$ cat src/udc_regs.svh
// Register map, field positions and reset values of the up/down counter block
`ifndef UDC_REGS_SVH
`define UDC_REGS_SVH

`define UDC_ADDR_W         8
`define UDC_CTRL_OFS       8'h00
`define UDC_STATUS_OFS     8'h04
`define UDC_IRQ_STAT_OFS   8'h08
`define UDC_IRQ_MASK_OFS   8'h0C

`define UDC_CTRL_HOLD_BIT  0
`define UDC_ST_TC_BIT      16
`define UDC_ST_DOWN_BIT    17
`define UDC_ST_LOAD_BIT    18

`define UDC_IRQ_W          2
`define UDC_IRQ_WRAP_BIT   0
`define UDC_IRQ_LOAD_BIT   1

`define UDC_CTRL_RST       1'h0
`define UDC_IRQ_RST        2'h0
`define UDC_MASK_RST       2'h0
`define UDC_COUNT_RST      4'h0
`define UDC_MAX_W          16

`endif

$ cat src/udc_pkg.sv
// Types shared by the up/down counter block
package udc_pkg;
   typedef struct packed {
      logic       load_n;
      logic [3:0] preset;
      logic       enable_n;
      logic       down;
      logic       clk;
   } udc_pins_in_t;

   typedef struct packed {
      logic [3:0] count;
      logic       tc;
      logic       ripple_n;
   } udc_pins_out_t;

   typedef struct packed {
      logic       psel;
      logic       penable;
      logic       pwrite;
      logic [7:0] paddr;
      logic [31:0] pwdata;
   } udc_apb_req_t;
endpackage

$ cat src/udc_counter.sv
// Presettable 4-bit up/down counter with terminal count, ripple clock and APB registers
`include "udc_regs.svh"
`timescale 1ns/1ps
`default_nettype none

module udc_counter #(
   parameter int WIDTH = 4
) (
   input  wire logic                  CLK_SYS,
   input  wire logic                  RESET_N,
   input  wire udc_pkg::udc_pins_in_t PINS,
   output var  udc_pkg::udc_pins_out_t PINS_OUT,
   input  wire udc_pkg::udc_apb_req_t APB,
   output logic [31:0]                PRDATA,
   output logic                       PREADY,
   output logic                       PSLVERR,
   output logic                       IRQ
);
   import udc_pkg::*;

   // The count, decode and status layout are built for exactly four bits
   if (WIDTH != 4) begin : g_width_check
      $error("udc_counter serves a 4-bit count only");
   end

   localparam logic [3:0] ALL_ONES = 4'hF;
   localparam logic [3:0] ZERO     = 4'h0;

   logic [3:0]           count;
   logic [3:0]           next_count;
   logic                 clk_prev;
   logic                 hold;
   logic                 next_hold;
   logic [`UDC_IRQ_W-1:0] irq_stat;
   logic [`UDC_IRQ_W-1:0] next_irq_stat;
   logic [`UDC_IRQ_W-1:0] irq_mask;
   logic [`UDC_IRQ_W-1:0] next_irq_mask;
   logic [3:0]           shown;
   logic                 loading;
   logic                 enable_n_eff;
   logic                 clk_rise;
   logic                 step;
   logic                 tc;
   logic                 wr;
   logic                 rd;
   logic                 mapped;
   logic [31:0]          next_prdata;

   // Software hold acts exactly like a high pin enable
   assign loading      = !PINS.load_n;
   assign enable_n_eff = PINS.enable_n | hold;
   assign clk_rise     = PINS.clk & !clk_prev;
   assign step         = !loading && !enable_n_eff && clk_rise;

   // Load bypasses the register so the outputs follow the preset at once
   assign shown = loading ? PINS.preset : count;
   assign tc    = PINS.down ? (shown == ZERO) : (shown == ALL_ONES);

   always_comb begin
      next_count = count;
      if (loading) begin
         next_count = PINS.preset;
      end else if (step) begin
         if (PINS.down) begin
            next_count = count - 4'h1;
         end else begin
            next_count = count + 4'h1;
         end
      end
      // with enable high step is low and the count holds
   end

   always_ff @(posedge CLK_SYS or negedge RESET_N) begin
      if (!RESET_N) begin
         count    <= `UDC_COUNT_RST;
         clk_prev <= 1'b1;
      end else begin
         count    <= next_count;
         clk_prev <= PINS.clk;
      end
   end

   always_comb begin
      PINS_OUT.count    = shown;
      PINS_OUT.tc       = tc;
      PINS_OUT.ripple_n = !(tc && !enable_n_eff && !PINS.clk);
   end

   // APB slave: zero wait states, error on unmapped addresses
   assign wr      = APB.psel && APB.penable && APB.pwrite;
   assign rd      = APB.psel && APB.penable && !APB.pwrite;
   assign PREADY  = 1'b1;
   assign mapped  = (APB.paddr == `UDC_CTRL_OFS) || (APB.paddr == `UDC_STATUS_OFS) ||
                    (APB.paddr == `UDC_IRQ_STAT_OFS) || (APB.paddr == `UDC_IRQ_MASK_OFS);
   assign PSLVERR = APB.psel && APB.penable && !mapped;
   assign IRQ     = |(irq_stat & irq_mask);

   always_comb begin
      next_hold     = hold;
      next_irq_mask = irq_mask;
      next_irq_stat = irq_stat;
      next_prdata   = 32'h0000_0000;
      if (wr && APB.paddr == `UDC_CTRL_OFS) begin
         next_hold = APB.pwdata[`UDC_CTRL_HOLD_BIT];
      end
      if (wr && APB.paddr == `UDC_IRQ_MASK_OFS) begin
         next_irq_mask = APB.pwdata[`UDC_IRQ_W-1:0];
      end
      if (wr && APB.paddr == `UDC_IRQ_STAT_OFS) begin
         next_irq_stat = irq_stat & ~APB.pwdata[`UDC_IRQ_W-1:0];
      end
      // Events are applied after the clear so a coincident set wins
      if (step && tc) begin
         next_irq_stat[`UDC_IRQ_WRAP_BIT] = 1'b1;
      end
      if (loading) begin
         next_irq_stat[`UDC_IRQ_LOAD_BIT] = 1'b1;
      end
      if (rd) begin
         unique case (APB.paddr)
            `UDC_CTRL_OFS: begin
               next_prdata[`UDC_CTRL_HOLD_BIT] = hold;
            end
            `UDC_STATUS_OFS: begin
               next_prdata[3:0]              = shown;
               next_prdata[`UDC_ST_TC_BIT]   = tc;
               next_prdata[`UDC_ST_DOWN_BIT] = PINS.down;
               next_prdata[`UDC_ST_LOAD_BIT] = loading;
            end
            `UDC_IRQ_STAT_OFS: begin
               next_prdata[`UDC_IRQ_W-1:0] = irq_stat;
            end
            `UDC_IRQ_MASK_OFS: begin
               next_prdata[`UDC_IRQ_W-1:0] = irq_mask;
            end
            default: begin
               next_prdata = 32'h0000_0000;
            end
         endcase
      end
   end

   always_ff @(posedge CLK_SYS or negedge RESET_N) begin
      if (!RESET_N) begin
         hold     <= `UDC_CTRL_RST;
         irq_stat <= `UDC_IRQ_RST;
         irq_mask <= `UDC_MASK_RST;
      end else begin
         hold     <= next_hold;
         irq_stat <= next_irq_stat;
         irq_mask <= next_irq_mask;
      end
   end

   // Read data is combinational from the access phase so it is valid while PREADY is high
   always_comb begin
      PRDATA = next_prdata;
   end
endmodule

`default_nettype wire

$ cat config.mk
export PLATFORM = sky130hd
export DESIGN_NAME = udc_counter
export DESIGN_NICKNAME = d
export VERILOG_FILES = /design/src/udc_pkg.sv /design/src/udc_counter.sv
export VERILOG_INCLUDE_DIRS = /design/src /design/src/src
export SDC_FILE = /design/constraint.sdc
export NUM_CORES = 1
export LEC_CHECK = 0
export ABC_AREA = 1
export BUFFER_PORTS_ARGS = -buffer_cell sky130_fd_sc_hd__clkbuf_2
export CAP_MARGIN = 15
export CORE_MARGIN = 10
export CORE_UTILIZATION = 34
export DETAILED_ROUTE_END_ITERATION = 8
export PLACE_DENSITY = 0.86
export SLEW_MARGIN = 30
export SYNTH_ARGS = -nofsm -noshare
export SYNTH_HDL_FRONTEND = slang
export SYNTH_SLANG_ARGS = --single-unit
$ cat constraint.sdc
create_clock -name CLK_SYS -period 1.4 [get_ports CLK_SYS]
set_clock_uncertainty 0.2 [all_clocks]
set_input_delay 0.14 -clock CLK_SYS [delete_from_list [all_inputs] [get_ports CLK_SYS]]
set_output_delay 0.14 -clock CLK_SYS [all_outputs]
set_load 0.05 [all_outputs]
==> metrics.yaml, run 1 <==
powerDensity_nw_per_um2: 628
clk_pin_slew_ns: 0.06
cts_made_buffers: 3
r2r-end: "count[2]"
crit_start: "count[0]"
drc: 0
p_comb_share_pct: 59.6
dr.first_iter.drc_count: 58
seqPwrFrac_pct: 25.4
seq_area_frac_synth_pct: 23.6
dp_hpwl_um: 2720
nets: 294
die_w_um: 76.0
fin_crit_sh_pct: 127
slowest_delay_ns: 0.41
syn2layout_area_growth_pct: 95.7
ys_types: 29
rows: 20
r2r-start: "count[0]"
hold_violations: 0
path_max_fanout: 3
drt_wl_total_um: 4190
port_buffers: 37
final_core_util_pct: 68.8
p_leak_nw: 1.01
place_area_um2: 1660
clockBufferDepth: 2
fmax_mhz: 562
status: "finished with violations"
syn_inst: 161
cts_root_buffer: "clkbuf_4"
cp_cell_sequence: "nand2_2 -> nand2_8 -> inv_1 -> nand3_4 -> nand2_4 -> buf_6 -> buf_12"
switching_share_pct: 44.6
yosysWarnings: 0
switching_power_mw: 0.584
fin_crit_ns: 1.78
diodes: 0
rsz0062_at_grt: "true"
violations: "negative setup slack"
synth.avg_cell_area_um2: 6.61
slew_violations: 0
coreArea_um2: 3030
crit_slowest_cell: "dfrtp_1"
grt_overflow: 0
drive_above_1_share_pct: 57.0
reg2reg_depth: 7
vias: 1279
synth.top_cell.area_share_pct: 21.2
initial_core_util_pct: 35.2
grt_max_degree: 11
yosys.area.top_type: "dfrtp_1"
intPower_mw: 0.724
r2r_setup_slack_ns: -0.30
synth-seq-cells: 10
die_area_um2: 5770
io_pins: 94
critPathTopFamily: "simple AND/OR/NAND/NOR gates"
viasPerCell: 4.55
ir_worst_vdd_mv: 0.454
worst-path-buf-inv: 3
clkPwrFrac_pct: 15.0
ant_nets: 0
worst_setup_path_end_kind: "primary output"
h-tree-depth: 1
setup.worst_path.end: "PINS_OUT[1]"
hp-class: "in2async"
clkLatencyLatePin_ns: 0.26
place_ws_ns: -0.168
stdcell_area_um2: 2080
routabilityCongestion: 0.823
cts_sinks: 10
setup_viol: 18
required_ns: 1.06
cp_num_cells: 7
cts_tree: "done"
startpoint_type: "register"
wl_per_cell_um: 14.9
synth_area_um2: 1060
crit_type: "reg2out"
power_mw: 1.31
antenna_found_initial: 0
drv_cap: 0
die_y_um: 76.0
netlist_top_cells_area: "dfrtp_1 (21%), buf_4 (19%), nand2_1 (11%)"
track_usage_pct: 11.7
grt_pass1_wl_um: 5840
grt_pass1_vias: 1293
setup_ws_ns: -0.381
crit_arrival_ns: 1.44
final_cell_mix: "conb_1 (26), buf_4 (26), nand2_1 (23)"
drt_pass1_iterations: 4
-- final cells by class --
type | instances | area [µm²]
Multi-Input combinational cell | 128 | 911
Clock buffer | 4 | 26.3
Timing Repair Buffer | 76 | 754
Fill cell | 213 | 945
Tap cell | 44 | 55.1
Inverter | 19 | 85.1
Sequential cell | 10 | 251
-- how the worst min path moves through the flow --
stage / startpoint / endpoint / depth (start not counted)
after floorplan: RESET_N / count[0] / 0
after global placement: RESET_N / count[3] / 1
after detailed placement: RESET_N / count[0] / 1
after CTS: RESET_N / hold / 2
after global routing: RESET_N / irq_stat[1] / 2
final: RESET_N / irq_stat[0] / 2
-- power by group through the flow --
stage               Sequential, mW  Combinational, mW  Clock, mW
finish                       0.332              0.780      0.196
global placement             0.335              0.554          0
CTS                          0.329              0.686      0.211
detailed placement           0.336              0.567          0
global route                 0.334              0.820      0.224
floorplan                    0.333              0.452          0
-- layer usage --
| layer | GRT usage, % | routed length (µm) |
|---|---|---|
| met4 | 2.46 | 94 |
| met1 | 12.3 | 1650 |
| met2 | 22.2 | 2170 |
| met5 | 0 | 0 |
| met3 | 3.30 | 285 |
-- kinds of logic after synthesis --
| family | synth area share [%] |
|---|---|
| AO/OA/AOI/OAI | 7.40 |
| XOR/XNOR | 0.823 |
| adder cells (fa/ha/maj) | 4.23 |
| buffers and inverters | 26.8 |
| flip-flops | 23.6 |
| other | 0.705 |
| AND/OR/NAND/NOR | 36.4 |
-- sequential cells by signal, indices dropped and copies added (netlist names) --
name      cells
count         4
irq_stat      2
clk_prev      1
irq_mask      2
hold          1
-- Yosys cell counts (all sizes together) --
master	instances
a21oi	5
a22o	1
a31oi	1
buf	28
conb	2
dfrtp	9
dfstp	1
fa	1
ha	2
inv	19
nand2	41
nand3	15
nand4	1
nor2	23
nor3	1
o211ai	1
o21ai	5
o22ai	1
or2	3
xnor2	1
-- per-stage QoR --
stage          cells  hold slack (ns)  setup TNS [ns]
2_1_floorplan    185           -0.356          -0.301
4_1_cts          275           0.0727           -2.88
5_1_grt          281           0.0908           -4.21
6_report         281           0.0768           -3.51
3_3_place_gp     261           -0.183           -1.11
3_5_place_dp     261           -0.180           -1.42
-- what timing repair did --
action | 4_1_cts | 5_1_grt
buffers inserted | 6 | 7
endpoints found under the hold margin | 16 | 0
pin swaps | 16 | 17
gates resized for setup | 33 | 36
hold buffers | 4 | 0
endpoints found under the setup margin | 17 | 20
Note: power is estimated with default switching activity, not from simulation.
==> run 2, diff against run 1 <==
CORE_ASPECT_RATIO = 1.25   (was unset)
REMOVE_ABC_BUFFERS = 1   (was unset)
==> run 2 against run 1 <==
The flow still finishes with violations (negative setup slack). Combinational power down 4.5%. Sequential share of layout area grew 0.39 points. Power decreased by 1.9%. Cell count fell by 1.4%. Via count down 0.94%. Count of clock-buffer cells in the layout is the same. Final area is 3.1% lower. Register-to-register slack lost 0.02 ns. First-iteration DRC count shrank 5.2%. Die area up 0.25%. Critical endpoint is now PRDATA[16]. Largest cell class unchanged. Highest routed layer unchanged.
==> metrics.yaml, run 2 (synthesis results as in run 1) <==
status: "finished with violations"
violations: "negative setup slack"
r2r_setup_slack_ns: -0.32
crit_arrival_ns: 1.46
cts_made_buffers: 3
required_ns: 1.06
drv_cap: 0
ant_nets: 0
reg2reg_depth: 8
wl_per_cell_um: 14.4
h-tree-depth: 1
routabilityCongestion: 0.826
die_w_um: 70.1
slowest_delay_ns: 0.41
antenna_found_initial: 0
final_cell_mix: "nand2_1 (28), conb_1 (26), buf_4 (25)"
grt_overflow: 0
die_area_um2: 5780
cts_sinks: 10
drt_pass1_iterations: 4
routed-wl-met3_um: 411
p_leak_nw: 1.01
initial_core_util_pct: 35.8
crit_type: "reg2out"
startpoint_type: "register"
setup_ws_ns: -0.400
drt_wl_total_um: 3980
max_flop_register: "count"
viasPerCell: 4.57
port_buffers: 37
syn2layout_area_growth_pct: 89.5
grt_pass1_wl_um: 5450
clkLatencyLatePin_ns: 0.26
fmax_mhz: 555
clk_pin_slew_ns: 0.08
tns_ns: -3.58
ir_worst_vdd_mv: 0.467
crit_start: "count[3]"
rsz0062_at_grt: "true"
fin_crit_ns: 1.80
cp_num_cells: 6
path_max_fanout: 3
worst-path-buf-inv: 1
top_regs: "count (4), irq_mask (2), irq_stat (2)"
clockBufferDepth: 2
grt_max_degree: 11
hold_start: "PINS[4]"
track_usage_pct: 11.2
die_y_um: 82.6
n_fill_cell: 227
crit_slowest_cell: "dfrtp_1"
drive_above_1_share_pct: 53.1
coreArea_um2: 2970
rows: 22
slew_violations: 0
wl_met1_um: 1410
vias: 1267
powerDensity_nw_per_um2: 636
highest_layer: "met4"
io_pins: 94
drc: 0
final_common_cell: "nand2_1"
hp-class: "in2reg"
nets: 298
place_area_um2: 1530
diodes: 0
grt_pass1_vias: 1309
dr.first_iter.drc_count: 55
fin_crit_sh_pct: 129
r2r-start: "count[0]"
wl_met2_um: 2100
holdPathStages: 4
dp_hpwl_um: 2640
cp_cell_sequence: "nand2_2 -> nand2_4 -> nor2_4 -> nand3_4 -> a21oi_4 -> buf_12"
critPathTopFamily: "simple AND/OR/NAND/NOR gates"
cts_root_buffer: "clkbuf_4"
largest_reg_flops: 4
cts_tree: "done"
stdcell_area_um2: 2020
worst_setup_path_end_kind: "primary output"
hold_violations: 0
setup_viol: 17
-- run 2: cell count changes in the layout (fill, tap and decap cells not counted), moves of 2 or more --
| cell | previous run | this run |
|---|---|---|
| clkbuf_2 | 20 | 22 |
| nor2_4 | 10 | 7 |
| nor2_1 | 10 | 12 |
| nand2_1 | 23 | 28 |
| nand2_4 | 5 | 3 |
| inv_1 | 10 | 13 |
| nand2_8 | 4 | 0 |
-- run 2: layout make-up --
cell class,count,area (µm²),area share [%]
tap,36,45.0,2.23
clock buffer,4,26.3,1.30
multi-input combinational,128,808,40.0
inverter,19,78.8,3.91
sequential,10,251,12.5
timing repair buffer,80,808,40.0
-- run 2: worst paths after layout --
| kind | end |
|---|---|
| max in group asynchronous | clk_prev |
| worst min-delay path | count[1] |
| worst max-delay path | PRDATA[16] |
| worst max register to register | count[2] |
| worst min register to register | irq_mask[1] |
| min in group asynchronous | irq_stat[0] |
-- run 2: worst min-delay path, delay by kind of cell --
kind,cells,cell delay (ns)
AND/OR/NAND/NOR,1,0.10
AO/OA/AOI/OAI,1,0.06
buffers and inverters,2,0.21
-- run 2: what timing repair did --
| action | in CTS | in global routing |
|---|---|---|
| hold buffers | 5 | 0 |
| endpoints found under the hold margin | 17 | 0 |
| buffers inserted | 7 | 7 |
| resized for setup | 34 | 45 |
| pin swaps | 16 | 16 |
| gates cloned | 0 | 0 |
| endpoints found under the setup margin | 16 | 19 |
-- run 2: report_power, final --
group | leakage, nW | total [mW] | internal (mW) | switching [mW]
clock | 0.0150 | 0.209 | 0.110 | 0.0995
sequential | 0.122 | 0.330 | 0.312 | 0.0179
combinational | 0.875 | 0.745 | 0.294 | 0.451
total | 1.01 | 1.28 | 0.716 | 0.568
-- run 2: layer usage --
layer / vias up / GRT usage [%]
li1: 614 / -
met1: 590 / 10.5
met2: 57 / 20.9
met3: 6 / 5.73
met4: 0 / 3.95
met5: - / 0
-- run 2: per-stage QoR --
stage | cells | power [mW] | util (%) | hold slack, ns | setup WS [ns]
6_report | 277 | 1.28 | 67.9 | 0.0748 | -0.400
3_3_place_gp | 256 | 0.837 | 51.4 | -0.175 | -0.127
5_1_grt | 277 | 1.35 | 67.9 | 0.0949 | -0.465
4_1_cts | 271 | 1.16 | 60.7 | 0.0682 | -0.323
3_5_place_dp | 256 | 0.851 | 51.4 | -0.172 | -0.163
2_1_floorplan | 157 | 0.670 | - | -0.356 | -0.645
